$ cat config.mk
export PLATFORM = sky130hd
export DESIGN_NAME = lahp_ports
export DESIGN_NICKNAME = d
export VERILOG_FILES = /design/src/common/lahp_pkg.sv /design/src/hw/lahp_ports.sv
export SDC_FILE = /design/constraint.sdc
export NUM_CORES = 1
export LEC_CHECK = 0
export CORE_MARGIN = 2
export CORE_UTILIZATION = 29
export DETAILED_ROUTE_END_ITERATION = 10
export DONT_BUFFER_PORTS = 1
export PLACE_DENSITY_LB_ADDON = 0.15
export SLEW_MARGIN = 10
export SYNTH_ARGS = -nofsm -noshare
export SYNTH_HDL_FRONTEND = slang
export SYNTH_SLANG_ARGS = --single-unit
$ cat constraint.sdc
create_clock -name ref_clk_i -period 4.05 [get_ports ref_clk_i]
set_input_delay 0.2025 -clock ref_clk_i [delete_from_list [all_inputs] [get_ports ref_clk_i]]
set_output_delay 0.2025 -clock ref_clk_i [all_outputs]
set_load 0.1 [all_outputs]
$ cat src/common/lahp_pkg.sv
// package for the legacy audio host port register bank
package lahp_pkg;
    localparam int ADDR_W = 16;
    localparam int DECODE_W = 10;
    localparam logic [3:0] OFF_FM_L_SEL = 4'h0;
    localparam logic [3:0] OFF_FM_L_DATA = 4'h1;
    localparam logic [3:0] OFF_FM_R_SEL = 4'h2;
    localparam logic [3:0] OFF_FM_R_DATA = 4'h3;
    localparam logic [3:0] OFF_MIX_INDEX = 4'h4;
    localparam logic [3:0] OFF_MIX_DATA = 4'h5;
    localparam logic [3:0] OFF_SOFT_RESET = 4'h6;
    localparam logic [3:0] OFF_FM_SEL = 4'h8;
    localparam logic [3:0] OFF_FM_DATA = 4'h9;
    localparam logic [3:0] OFF_READ_DATA = 4'ha;
    localparam logic [3:0] OFF_CMD = 4'hc;
    localparam logic [3:0] OFF_AVAIL = 4'he;
    localparam logic [7:0] MIX_RESET = 8'h00;
    localparam logic [7:0] MIX_VOICE = 8'h04;
    localparam logic [7:0] MIX_MIC = 8'h0a;
    localparam logic [7:0] MIX_INSEL = 8'h0c;
    localparam logic [7:0] MIX_OUTCTL = 8'h0e;
    localparam logic [7:0] MIX_MASTER = 8'h22;
    localparam logic [7:0] MIX_FM = 8'h26;
    localparam logic [7:0] MIX_CD = 8'h28;
    localparam logic [7:0] MIX_LINE = 8'h2e;
    localparam logic [7:0] RST_VOICE = 8'h99;
    localparam logic [7:0] RST_MIC = 8'h01;
    localparam logic [7:0] RST_INSEL = 8'h00;
    localparam logic [7:0] RST_OUTCTL = 8'h00;
    localparam logic [7:0] RST_MASTER = 8'h99;
    localparam logic [7:0] RST_FM = 8'h99;
    localparam logic [7:0] RST_CD = 8'h01;
    localparam logic [7:0] RST_LINE = 8'h01;
    localparam logic [7:0] RST_INDEX = 8'h00;
    localparam logic [7:0] UNMAPPED_READ = 8'hff;
    localparam int STATUS_BIT = 7;
    localparam int SOFT_RESET_BIT = 0;
    localparam int STEREO_BIT = 1;

    typedef struct packed {
        logic [7:0] voice;
        logic [7:0] mic;
        logic [7:0] insel;
        logic [7:0] outctl;
        logic [7:0] master;
        logic [7:0] fm;
        logic [7:0] cd;
        logic [7:0] line;
    } lahp_mixer_t;

    // host-bus access presented to the block, one cycle per strobe
    typedef struct packed {
        logic [15:0] addr;
        logic [7:0] wdata;
        logic rd;
        logic wr;
    } lahp_io_t;

    // pass-through access toward the fm synthesizer
    typedef struct packed {
        logic [1:0] bank;
        logic data_sel;
        logic [7:0] wdata;
        logic rd;
        logic wr;
    } lahp_fm_t;
endpackage

$ cat src/hw/lahp_ports.sv
// host-visible register window of the legacy audio compatibility interface
`timescale 1ns/10ps
//
// How it works
// - decode ten address bits, upper bits zero
// - sixteen-location window at configured base
// - offsets zero to three pass to fm
// - offset four write-only mixer index
// - offset five reads/writes indexed mixer register
// - reset on reset-port bit0 one then zero
// - read port valid while offset E bit7
// - offset C writes go to command processor
// - offset C bit7 shows command ready
// - mixer index zero write restores defaults
// - index 04h voice volume, default 99h
// - index 0Ah mic level, default 01h
// - index 0Ch bits 2:1 pick adc input
// - index 0Eh bit1 mono or stereo
// - index 22h master volume, default 99h
// - index 26h fm volume, default 99h
// - index 28h cd volume, default 01h
// - index 2Eh line volume, default 01h
// - shared irq and dma follow active interface
// - mode switch needs no host sequence
module lahp_ports
    import lahp_pkg::*;
(
    input wire logic ref_clk_i,
    input wire logic sys_rst_i,
    input wire logic enable_i,
    input wire logic [15:0] compat_io_base_i,
    input wire lahp_io_t io_i,
    input wire logic [7:0] fm_rdata_i,
    input wire logic cmd_ready_i,
    input wire logic [7:0] result_data_i,
    input wire logic result_valid_i,
    input wire logic native_codec_active_i,
    input wire logic codec_irq_i,
    input wire logic codec_play_drq_i,
    input wire logic compat_play_dack_i,
    input wire logic native_play_dack_i,
    output logic [7:0] rdata_o,
    output logic rdata_valid_o,
    output lahp_fm_t fm_o,
    output logic [7:0] cmd_data_o,
    output logic cmd_write_o,
    output logic result_read_o,
    output logic compat_reset_o,
    output lahp_mixer_t mixer_o,
    output logic [1:0] adc_source_o,
    output logic stereo_output_select_o,
    output logic compat_irq_o,
    output logic native_irq_o,
    output logic compat_play_drq_o,
    output logic native_play_drq_o,
    output logic play_dack_o
);
    if (DECODE_W != 10 || ADDR_W != 16) begin : g_bad_widths
        $error("lahp_ports: decode widths not supported");
    end

    lahp_mixer_t mix_q;
    lahp_mixer_t mix_d;
    logic [7:0] index_q;
    logic soft_arm_q;

    // decode: window hits only with the upper address bits at zero
    wire addr_low10 = (io_i.addr[15:10] == 6'h00);
    wire base_hit = (io_i.addr[9:4] == compat_io_base_i[9:4]);
    wire hit = enable_i && addr_low10 && base_hit && !native_codec_active_i;
    wire [3:0] off = io_i.addr[3:0];
    wire wr = hit && io_i.wr;
    wire rd = hit && io_i.rd;

    wire fm_lr = (off[3:2] == 2'b00);
    wire fm_mono = (off[3:1] == 3'b100);
    wire fm_hit = fm_lr || fm_mono;
    wire idx_wr = wr && (off == OFF_MIX_INDEX);
    wire mix_wr = wr && (off == OFF_MIX_DATA);
    wire rst_wr = wr && (off == OFF_SOFT_RESET);
    wire cmd_wr = wr && (off == OFF_CMD);
    wire res_rd = rd && (off == OFF_READ_DATA);
    wire mix_default = mix_wr && (index_q == MIX_RESET);

    // soft reset fires on the falling write of bit 0
    wire soft_fire = rst_wr && soft_arm_q && !io_i.wdata[SOFT_RESET_BIT];
    wire any_rst = sys_rst_i || soft_fire;

    function automatic lahp_mixer_t mix_defaults();
        lahp_mixer_t m;
        m.voice = RST_VOICE;
        m.mic = RST_MIC;
        m.insel = RST_INSEL;
        m.outctl = RST_OUTCTL;
        m.master = RST_MASTER;
        m.fm = RST_FM;
        m.cd = RST_CD;
        m.line = RST_LINE;
        return m;
    endfunction

    function automatic logic [7:0] mix_read(input logic [7:0] idx, input lahp_mixer_t m);
        case (idx)
            MIX_VOICE: mix_read = m.voice;
            MIX_MIC: mix_read = {5'h00, m.mic[2:0]};
            MIX_INSEL: mix_read = {5'h00, m.insel[2:1], 1'b0};
            MIX_OUTCTL: mix_read = {6'h00, m.outctl[STEREO_BIT], 1'b0};
            MIX_MASTER: mix_read = m.master;
            MIX_FM: mix_read = m.fm;
            MIX_CD: mix_read = m.cd;
            MIX_LINE: mix_read = m.line;
            default: mix_read = UNMAPPED_READ;
        endcase
    endfunction

    always_comb begin
        mix_d = mix_q;
        if (mix_default) begin
            mix_d = mix_defaults();
        end else if (mix_wr) begin
            case (index_q)
                MIX_VOICE: mix_d.voice = io_i.wdata;
                MIX_MIC: mix_d.mic = {5'h00, io_i.wdata[2:0]};
                MIX_INSEL: mix_d.insel = {5'h00, io_i.wdata[2:1], 1'b0};
                MIX_OUTCTL: mix_d.outctl = {6'h00, io_i.wdata[STEREO_BIT], 1'b0};
                MIX_MASTER: mix_d.master = io_i.wdata;
                MIX_FM: mix_d.fm = io_i.wdata;
                MIX_CD: mix_d.cd = io_i.wdata;
                MIX_LINE: mix_d.line = io_i.wdata;
                default: mix_d = mix_q;
            endcase
        end
    end

    wire [7:0] mix_rdata = mix_read(index_q, mix_q);
    wire [7:0] cmd_status = {cmd_ready_i, 7'h7f};
    wire [7:0] avail_status = {result_valid_i, 7'h7f};
    wire [7:0] rd_mux =
        fm_hit ? fm_rdata_i :
        (off == OFF_MIX_DATA) ? mix_rdata :
        (off == OFF_READ_DATA) ? result_data_i :
        (off == OFF_CMD) ? cmd_status :
        (off == OFF_AVAIL) ? avail_status :
        UNMAPPED_READ;

    always_ff @(posedge ref_clk_i) begin
        if (any_rst) begin
            mix_q <= mix_defaults();
            index_q <= RST_INDEX;
        end else begin
            mix_q <= mix_d;
            if (idx_wr) begin
                index_q <= io_i.wdata;
            end
        end
    end

    always_ff @(posedge ref_clk_i) begin
        if (sys_rst_i) begin
            soft_arm_q <= 1'b0;
            compat_reset_o <= 1'b0;
        end else begin
            if (rst_wr) begin
                soft_arm_q <= io_i.wdata[SOFT_RESET_BIT];
            end
            compat_reset_o <= soft_fire;
        end
    end

    always_ff @(posedge ref_clk_i) begin
        if (sys_rst_i) begin
            rdata_o <= 8'h00;
            rdata_valid_o <= 1'b0;
            fm_o <= '0;
            cmd_data_o <= 8'h00;
            cmd_write_o <= 1'b0;
            result_read_o <= 1'b0;
        end else begin
            rdata_valid_o <= rd;
            if (rd) begin
                rdata_o <= rd_mux;
            end
            fm_o.rd <= rd && fm_hit;
            fm_o.wr <= wr && fm_hit;
            fm_o.bank <= fm_mono ? 2'b10 : {1'b0, off[1]};
            fm_o.data_sel <= off[0];
            fm_o.wdata <= io_i.wdata;
            cmd_write_o <= cmd_wr;
            if (cmd_wr) begin
                cmd_data_o <= io_i.wdata;
            end
            result_read_o <= res_rd;
        end
    end

    // the mixer view leaves the block registered
    always_ff @(posedge ref_clk_i) begin
        if (sys_rst_i) begin
            mixer_o <= mix_defaults();
            adc_source_o <= 2'b00;
            stereo_output_select_o <= 1'b0;
        end else begin
            mixer_o <= mix_q;
            adc_source_o <= mix_q.insel[2:1];
            stereo_output_select_o <= mix_q.outctl[STEREO_BIT];
        end
    end

    // one codec irq and dma channel steered with the active interface, no host step
    always_ff @(posedge ref_clk_i) begin
        if (sys_rst_i) begin
            compat_irq_o <= 1'b0;
            native_irq_o <= 1'b0;
            compat_play_drq_o <= 1'b0;
            native_play_drq_o <= 1'b0;
            play_dack_o <= 1'b0;
        end else begin
            compat_irq_o <= codec_irq_i && !native_codec_active_i;
            native_irq_o <= codec_irq_i && native_codec_active_i;
            compat_play_drq_o <= codec_play_drq_i && !native_codec_active_i;
            native_play_drq_o <= codec_play_drq_i && native_codec_active_i;
            play_dack_o <= native_codec_active_i ? native_play_dack_i : compat_play_dack_i;
        end
    end

    a_alias_refused: assert property (@(posedge ref_clk_i) disable iff (sys_rst_i)
        (io_i.wr && io_i.addr[15:10] != 6'h00) |=> !cmd_write_o && !fm_o.wr)
        else $error("aliased address was decoded");

    a_index_held: assert property (@(posedge ref_clk_i) disable iff (sys_rst_i)
        (!idx_wr && !any_rst) |=> index_q == $past(index_q))
        else $error("mixer index changed without a write");

    a_index_write: assert property (@(posedge ref_clk_i) disable iff (sys_rst_i)
        (idx_wr && !soft_fire) |=> index_q == $past(io_i.wdata))
        else $error("mixer index not taken");

    a_mixer_defaults: assert property (@(posedge ref_clk_i) disable iff (sys_rst_i)
        mix_default |=> mix_q.voice == 8'h99 && mix_q.cd == 8'h01 && mix_q.master == 8'h99)
        else $error("mixer defaults not restored");

    a_soft_reset: assert property (@(posedge ref_clk_i) disable iff (sys_rst_i)
        (rst_wr && soft_arm_q && !io_i.wdata[SOFT_RESET_BIT]) |=> compat_reset_o)
        else $error("soft reset did not fire");

    a_cmd_forward: assert property (@(posedge ref_clk_i) disable iff (sys_rst_i)
        cmd_wr |=> cmd_write_o && cmd_data_o == $past(io_i.wdata))
        else $error("command write lost");

    a_ready_status: assert property (@(posedge ref_clk_i) disable iff (sys_rst_i)
        (rd && off == OFF_CMD) |=> rdata_valid_o && rdata_o[7] == $past(cmd_ready_i))
        else $error("write buffer status wrong");

    a_avail_status: assert property (@(posedge ref_clk_i) disable iff (sys_rst_i)
        (rd && off == OFF_AVAIL) |=> rdata_o[7] == $past(result_valid_i))
        else $error("data available status wrong");

    a_stereo_out: assert property (@(posedge ref_clk_i) disable iff (sys_rst_i)
        (mix_wr && index_q == MIX_OUTCTL && !soft_fire) |=> ##1
            stereo_output_select_o == $past(io_i.wdata[1], 2))
        else $error("stereo select not applied");

    a_irq_route: assert property (@(posedge ref_clk_i) disable iff (sys_rst_i)
        (codec_irq_i && native_codec_active_i) |=> native_irq_o && !compat_irq_o)
        else $error("codec irq misrouted");

    a_alias_read: assert property (@(posedge ref_clk_i) disable iff (sys_rst_i)
        (io_i.rd && io_i.addr[15:10] != 6'h00) |=>
        !rdata_valid_o && !fm_o.rd)
        else $error("aliased read was decoded");

    a_base_miss: assert property (@(posedge ref_clk_i) disable iff (sys_rst_i)
        ((io_i.rd || io_i.wr) && io_i.addr[9:4] != compat_io_base_i[9:4]) |=>
        !rdata_valid_o && !cmd_write_o && !fm_o.wr)
        else $error("access outside the window was decoded");

    a_window_read: assert property (@(posedge ref_clk_i) disable iff (sys_rst_i)
        (io_i.rd && enable_i && !native_codec_active_i &&
        io_i.addr[15:4] == {6'h00, compat_io_base_i[9:4]}) |=> rdata_valid_o)
        else $error("window read not decoded");

    a_disabled_quiet: assert property (@(posedge ref_clk_i) disable iff (sys_rst_i)
        !enable_i |=>
        !rdata_valid_o && !cmd_write_o && !fm_o.wr && !fm_o.rd)
        else $error("disabled window answered");

    a_fm_write: assert property (@(posedge ref_clk_i) disable iff (sys_rst_i)
        (wr && fm_hit) |=>
        fm_o.wr && fm_o.wdata == $past(io_i.wdata))
        else $error("fm write not passed on");

    a_fm_bank: assert property (@(posedge ref_clk_i) disable iff (sys_rst_i)
        (wr && off[3:2] == 2'b00) |=>
        fm_o.bank == {1'b0, $past(off[1])} && fm_o.data_sel == $past(off[0]))
        else $error("fm side or port wrong");

    a_fm_mono: assert property (@(posedge ref_clk_i) disable iff (sys_rst_i)
        (wr && off[3:1] == 3'b100) |=>
        fm_o.bank == 2'b10 && fm_o.data_sel == $past(off[0]))
        else $error("fm mono port wrong");

    a_fm_read_data: assert property (@(posedge ref_clk_i) disable iff (sys_rst_i)
        (rd && fm_hit) |=>
        fm_o.rd && rdata_o == $past(fm_rdata_i))
        else $error("fm status read wrong");

    a_voice_write: assert property (@(posedge ref_clk_i) disable iff (sys_rst_i)
        (mix_wr && index_q == MIX_VOICE) |=>
        mix_q.voice == $past(io_i.wdata))
        else $error("voice volume not stored");

    a_master_write: assert property (@(posedge ref_clk_i) disable iff (sys_rst_i)
        (mix_wr && index_q == MIX_MASTER) |=>
        mix_q.master == $past(io_i.wdata))
        else $error("master volume not stored");

    a_fm_volume: assert property (@(posedge ref_clk_i) disable iff (sys_rst_i)
        (mix_wr && index_q == MIX_FM) |=>
        mix_q.fm == $past(io_i.wdata))
        else $error("fm volume not stored");

    a_line_write: assert property (@(posedge ref_clk_i) disable iff (sys_rst_i)
        (mix_wr && index_q == MIX_LINE) |=>
        mix_q.line == $past(io_i.wdata))
        else $error("line volume not stored");

    a_mixer_read: assert property (@(posedge ref_clk_i) disable iff (sys_rst_i)
        (rd && off == OFF_MIX_DATA && index_q == MIX_MASTER) |=>
        rdata_o == $past(mix_q.master))
        else $error("indexed mixer read wrong");

    a_reserved_write: assert property (@(posedge ref_clk_i) disable iff (sys_rst_i)
        (mix_wr && index_q == 8'h02) |=>
        mix_q == $past(mix_q))
        else $error("reserved mixer write took effect");

    a_adc_source: assert property (@(posedge ref_clk_i) disable iff (sys_rst_i)
        (mix_wr && index_q == MIX_INSEL) |=> ##1
        adc_source_o == $past(io_i.wdata[2:1], 2))
        else $error("converter source not applied");

    a_outctl_read: assert property (@(posedge ref_clk_i) disable iff (sys_rst_i)
        (rd && off == OFF_MIX_DATA && index_q == MIX_OUTCTL) |=>
        rdata_o[7:2] == 6'h00 && rdata_o[0] == 1'b0)
        else $error("output control read shows stray bits");

    a_result_read: assert property (@(posedge ref_clk_i) disable iff (sys_rst_i)
        (rd && off == OFF_READ_DATA) |=>
        result_read_o && rdata_o == $past(result_data_i))
        else $error("read data port wrong");

    a_soft_restores: assert property (@(posedge ref_clk_i) disable iff (sys_rst_i)
        soft_fire |=>
        index_q == RST_INDEX && mix_q == mix_defaults())
        else $error("soft reset left mixer state");

    a_soft_armless: assert property (@(posedge ref_clk_i) disable iff (sys_rst_i)
        (rst_wr && !soft_arm_q) |=>
        !compat_reset_o)
        else $error("soft reset without a prior one");

    a_drq_route: assert property (@(posedge ref_clk_i) disable iff (sys_rst_i)
        (codec_play_drq_i && !native_codec_active_i) |=>
        compat_play_drq_o && !native_play_drq_o)
        else $error("playback request misrouted");

    a_compat_irq: assert property (@(posedge ref_clk_i) disable iff (sys_rst_i)
        (codec_irq_i && !native_codec_active_i) |=>
        compat_irq_o && !native_irq_o)
        else $error("compat irq misrouted");

    a_native_quiet: assert property (@(posedge ref_clk_i) disable iff (sys_rst_i)
        native_codec_active_i |=>
        !rdata_valid_o && !cmd_write_o && !fm_o.wr)
        else $error("window answered in native mode");
endmodule

==> metrics, run 1 <==
syn_area_per_cell=9.756 µm²; ys flop type=dfxtp_1; hold depth=3; PD cells=482.0 nW/µm²; nets=666; R2R Path End=rdata_o[6]; DRC Markers=0; first-pass GRT wire length=27150 µm; CTS root buffer=clkbuf_16; initial antenna violation count=0; Die ar.=21200 µm²; Via Count=4356; clk_lat worst skew=0.43 ns; Clk pin slew, worst setup/hold paths=0.06 ns; Setup WS post-layout=1.409 ns; hpwl dp=12430 µm; largest net degree at the start of global routing=74; share of layout cells above drive strength 1=11.99%; final period utilization=65.22%; cell area after synthesis=5814 µm²; path type of the worst setup path=register to register; DRT Pass-1 Iters=5; Seq cells post-synth=139; HP Class=primary input to register; clock sinks=139; Post-CTS Resized=0; Layout Skew=0.01745 ns; max cap viols=0; routability cong.=0.8681; peak supply drop=205.5 µV; Worst Path Arrival=2.91 ns; Routed WL=18070 µm; ys async rst share=0%; CP Capture Type=register; cell count after synthesis=596; Setup WS pre-CTS=1.486 ns; number of I/O port buffers=0; outcome=completed; RSZ-0062 raised after global routing=false; post-synth top area share=47.86%; Leak=0.002656 µW; WHS Endpoint=mix_q[41]; Max transition margin=28.67%; Die H=145.6 µm; vias in the first global route=4338; FP Rows=51; worst-case reg-to-reg path depth=5; hold_ws=0.01562 ns; Max clock buf depth=2; compound-cell area share of the yosys netlist=9.339%; count of cell types in the netlist=63; Worst EP required=4.32 ns; Crit Reg-Reg Startpoint=index_q[5]; DR vias/cell=4.984; CP max FO=12; core footprint=19590 µm²; post-synthesis simple-gate area fraction=25.59%; area delta synth->final=16.57%; GRT overflow=0; Num CTS Buffers=17; GR Util All Layers=17.09%; xor and xnor fraction of the mapped netlist area=0.9038%; Hold Startpoint=io_i[3]; Max Clock Freq=378.6 MHz; DR WL/cell=20.68 µm; slew at the pin closest to its max-slew limit=1.060 ns; Final Max Tran Viols=0; Pwr Total=3267 µW; iteration-0 DRC count of the detailed router=291; largest family of logic cells by synthesized area=simple AND/OR/NAND/NOR gates; cell types occupying the most area after synthesis=dfxtp_1 48%, mux2i_1 9.5%, nor2b_1 4.8%, nor2_1 3.6%, buf_4 3.1%; multiplexer share of the synthesized area=10.05%; io pins=173; Final Hold Fails=0; largest area contributor in the netlist=dfxtp_1; adder and majority gate portion of the synthesized area=0%; Final Critical Period=2.641 ns; YS warnings=0; remaining antenna violation count after routing=0; Initial Util=29.68%; ant diodes=0; CTS tree=done; CP Launch Type=register; reg-to-reg slack, setup=1.41 ns; Seq/Total Area, Yosys=47.86%; Final setup viols=0; htree depth=4; Post-synth EDFFs=0; Fin Setup TNS=0 ns; Filler cells=2023; die width=145.6 µm
## kinds of logic after synthesis
logic type | count (synthesis)
multiplexers | 58
AO/OA/AOI/OAI | 81
flip-flops | 139
AND/OR/NAND/NOR | 244
XOR/XNOR | 6
buffers and inverters | 67
other | 1
## critical path, cell delays in order, from the launching register on
cell and delay [ns]:
dfxtp_1 0.42, nor2_1 0.69, a21o_1 0.21, o211ai_1 0.26, a2111oi_0 0.74, o21ai_0 0.16
## metal layers
layer,up-vias,track usage [%],wire [µm]
li1,2065,-,-
met1,2109,21.27,7954
met2,154,27.75,8732
met3,28,4.765,933
met4,0,7.402,453
met5,-,0,0
## state kept, by name, summed over array words and instances, names as in the netlist, 2 cells and up
name	cells
rdata_o	8
index_q	8
mixer_o	43
mix_q	46
fm_o	13
adc_source_o	2
cmd_data_o	8
## worst max-delay path by stage
stage | start | end | slack (ns) | cells past startpoint
6_report | index_q[5] | rdata_o[6] | 1.41 | 5
5_1_grt | index_q[5] | mix_q[61] | 1.20 | 5
4_1_cts | index_q[5] | rdata_o[6] | 1.48 | 5
3_5_place_dp | index_q[5] | rdata_o[6] | 1.49 | 5
3_3_place_gp | index_q[3] | rdata_o[6] | 1.48 | 5
2_1_floorplan | index_q[0] | mix_q[23] | 2.16 | 6
## synthesized netlist by cell type (all sizes together), types with 5 or more instances
cell and instances:
mux2i 55, xnor2 6, nor2 55, nand2 35
o21ai 19, a21oi 18, buf 36, and2 5
nand4 17, nand3 20, nor2b 45, clkbuf 26
nor3 11, nor4 13, dfxtp 139, or2 15
## metrics by stage
step / area [µm²] / utilization, % / instances
floorplan: 5878 / - / 613
global placement: 5917 / 30.20 / 822
detailed placement: 5917 / 30.20 / 822
CTS: 6778 / 34.60 / 874
global route: 6778 / 34.60 / 874
finish: 6778 / 34.60 / 874
## repair_timing
action	4_1_cts	5_1_grt
endpoints found under the hold margin	133	0
hold buffers	22	0
buffers inserted	0	0
## final cells by class
class	instances	area [µm²]	area share, %
well taps	265	331.6	4.892
clock inverters	11	170.2	2.511
inverters	5	18.77	0.2769
repair buffers	28	282.8	4.172
clock buffers	19	452.9	6.683
flip-flops and latches	139	2786	41.11
multi-input cells	407	2735	40.35
## cells in the final DEF (no fill, tap or decap), drive strengths merged, types with 19 or more instances in the layout
master | synthesis | layout
dfxtp | 139 | 139
mux2i | 55 | 55
nor2 | 55 | 55
nor2b | 45 | 45
nand2 | 35 | 35
dlygate4sd3 | 0 | 21
nand3 | 20 | 20
clkbuf | 26 | 19
o21ai | 19 | 19
## power breakdown
part	internal (µW)	leakage (µW)	switching, µW
combinational	41.7	0.00123	146
sequential	1380	0.00113	59.7
clock	1050	0.000297	590
(Power assumes the default switching activity.)
==> run 2, diff against run 1 <==
--- a/config.mk
+++ b/config.mk
@@ -5,6 +5,7 @@
 export SDC_FILE = /design/constraint.sdc
 export NUM_CORES = 1
 export LEC_CHECK = 0
+export ABC_AREA = 1
 export CORE_MARGIN = 2
 export CORE_UTILIZATION = 29
 export DETAILED_ROUTE_END_ITERATION = 10
==> constraint.sdc (replaced) <==
create_clock -name ref_clk_i -period 2.5 [get_ports ref_clk_i]
set_input_delay 0.125 -clock ref_clk_i [delete_from_list [all_inputs] [get_ports ref_clk_i]]
set_output_delay 0.125 -clock ref_clk_i [all_outputs]
set_load 0.1 [all_outputs]
==> metrics, run 2 <==
most common cell after layout, fill and taps aside=nor2_1; final period utilization=93.25%; CTS root buffer=clkbuf_16; PD cells=737.5 nW/µm²; path type of the worst setup path=primary input to register; cell types occupying the most area after synthesis=dfxtp_1 48%, nor2_1 12%, nand2_1 7.7%, inv_1 7.4%, a21oi_1 4.9%; placed insts=1061; Die H=144.9 µm; post-synthesis simple-gate area fraction=29.29%; count leader, synth=nor2_1; iteration-0 DRC count of the detailed router=290; CP Launch Type=primary input; Routed WL=17020 µm; DRC Markers=0; max cap viols=0; die width=144.9 µm; post-synth top area share=48.36%; share of layout cells above drive strength 1=10.35%; hpwl dp=11970 µm; slew at the pin closest to its max-slew limit=1.007 ns; Max Clock Freq=428.9 MHz; largest family of logic cells by synthesized area=simple AND/OR/NAND/NOR gates; FP Rows=51; Via Count=4860; syn_area_per_cell=7.247 µm²; routability cong.=0.8263; outcome=completed; GRT overflow=0; hold_ws=0.01923 ns; YS warnings=0; Max transition margin=33.06%; ys async rst share=0%; CP max FO=3; DRT Pass-1 Iters=4; htree depth=4; Final Hold Fails=0; Layout Skew=0.008191 ns; top flop regs=mix_q (46), mixer_o (43), fm_o (13); multiplexer share of the synthesized area=0%; CP Capture Type=register; Initial Util=29.57%; first-pass GRT wire length=26140 µm; Worst EP required=2.85 ns; Clk pin slew, worst setup/hold paths=0.06 ns; Post-synth EDFFs=0; Final Cell Area=7056 µm²; Die ar.=20980 µm²; number of I/O port buffers=0; initial antenna violation count=1; dpl cell area=6090 µm²; most flop-heavy register=mix_q; RSZ-0062 raised after global routing=false; nets=916; Seq cells post-synth=139; compound-cell area share of the yosys netlist=9.502%; DR WL/cell=15.12 µm; vias in the first global route=4640; GR Util All Layers=16.63%; Worst Path Arrival=2.69 ns; Fin Setup TNS=0 ns; Leak=0.003177 µW; Seq/Total Area, Yosys=48.36%; ys flop type=dfxtp_1; adder and majority gate portion of the synthesized area=0%; io pins=173; synth cell count leaders=184 x nor2_1, 139 x dfxtp_1, 118 x nand2_1, 113 x inv_1, 56 x a21oi_1; area delta synth->final=22.61%; CTS tree=done; largest area contributor in the netlist=dfxtp_1; Final Max Tran Viols=0; clock sinks=139; clk_lat worst skew=0.42 ns; Final Critical Period=2.331 ns; Num CTS Buffers=17; HP Class=primary input to register; peak supply drop=456.6 µV; cell count after synthesis=794; xor and xnor fraction of the mapped netlist area=0%; Max clock buf depth=2; DR vias/cell=4.316; remaining antenna violation count after routing=0; largest net degree at the start of global routing=53; Final setup viols=0; Finished Layout Cells=1126; cell area after synthesis=5754 µm²; max reg flops=46; commonest non-fill, non-tap cells in the layout=183 x nor2_1, 136 x dfxtp_1, 115 x nand2_1, 112 x inv_1, 56 x a21oi_1; count of cell types in the netlist=28; Final Core Density=36.25%; core footprint=19460 µm²
run 2: area by class of cell:
class | count | area [µm²]
diodes | 1 | 2.502
inverters | 117 | 439.2
clock buffers | 20 | 456.7
fillers | 2099 | 12410
well taps | 265 | 331.6
clock inverters | 11 | 145.1
multi-input cells | 509 | 2320
repair buffers | 64 | 574.3
flip-flops and latches | 139 | 2786
run 2: metal layers:
metal / up-vias / share of wire [%] / routed length [µm] / global-route usage (%)
met4: 0 / 0.89 / 152 / 4.343
met5: - / 0 / 0 / 0
met2: 167 / 44 / 7476 / 26.34
met1: 2139 / 47 / 7944 / 21.80
met3: 10 / 8.5 / 1447 / 5.462
li1: 2544 / - / - / -
run 2: final timing paths:
path | start | to | slack (ns) | cells after the start
max | native_codec_active_i | rdata_o[0] | 0.17 | 12
min reg2reg | mix_q[33] | stereo_output_select_o | 0.44 | 2
min | result_data_i[3] | rdata_o[3] | 0.02 | 4
max reg2reg | index_q[3] | rdata_o[5] | 0.25 | 11
run 2: kinds of logic after synthesis:
logic type	Yosys count
buffers and inverters	163
flip-flops	139
other	1
AND/OR/NAND/NOR	383
AO/OA/AOI/OAI	108
run 2: worst max-delay path, stage by stage:
cell and delay [ns]:
dlygate4sd3_1 0.58, inv_1 0.12, nand3_1 0.08, nor2_1 0.09, nand2_1 0.10, nor2_4 0.15, nand2_1 0.08, nor2_1 0.08
dlygate4sd3_1 0.55, nand3_1 0.07, dlygate4sd3_1 0.56, a21oi_1 0.11
run 2: repair_timing:
action / CTS / global route
hold buffers: 32 / 0
setup endpoints to repair: 0 / 3
hold endpoints to repair: 92 / 0
buffers inserted: 0 / 1
gates resized for setup: 0 / 8
run 2: per-stage QoR:
| stage | total power [µW] | worst slack, ns |
|---|---|---|
| finish | 5204 | 0.1687 |
| global route | 5384 | 0.02067 |
| CTS | 5266 | 0.01909 |
| detailed placement | 2610 | 0.5637 |
| global placement | 2610 | 0.5992 |
| floorplan | 2615 | 0.9615 |
run 2: power breakdown:
part	switching, µW	internal [µW]
sequential	97.2	2230
clock	969	1610
combinational	235	62.6
total	1300	3900
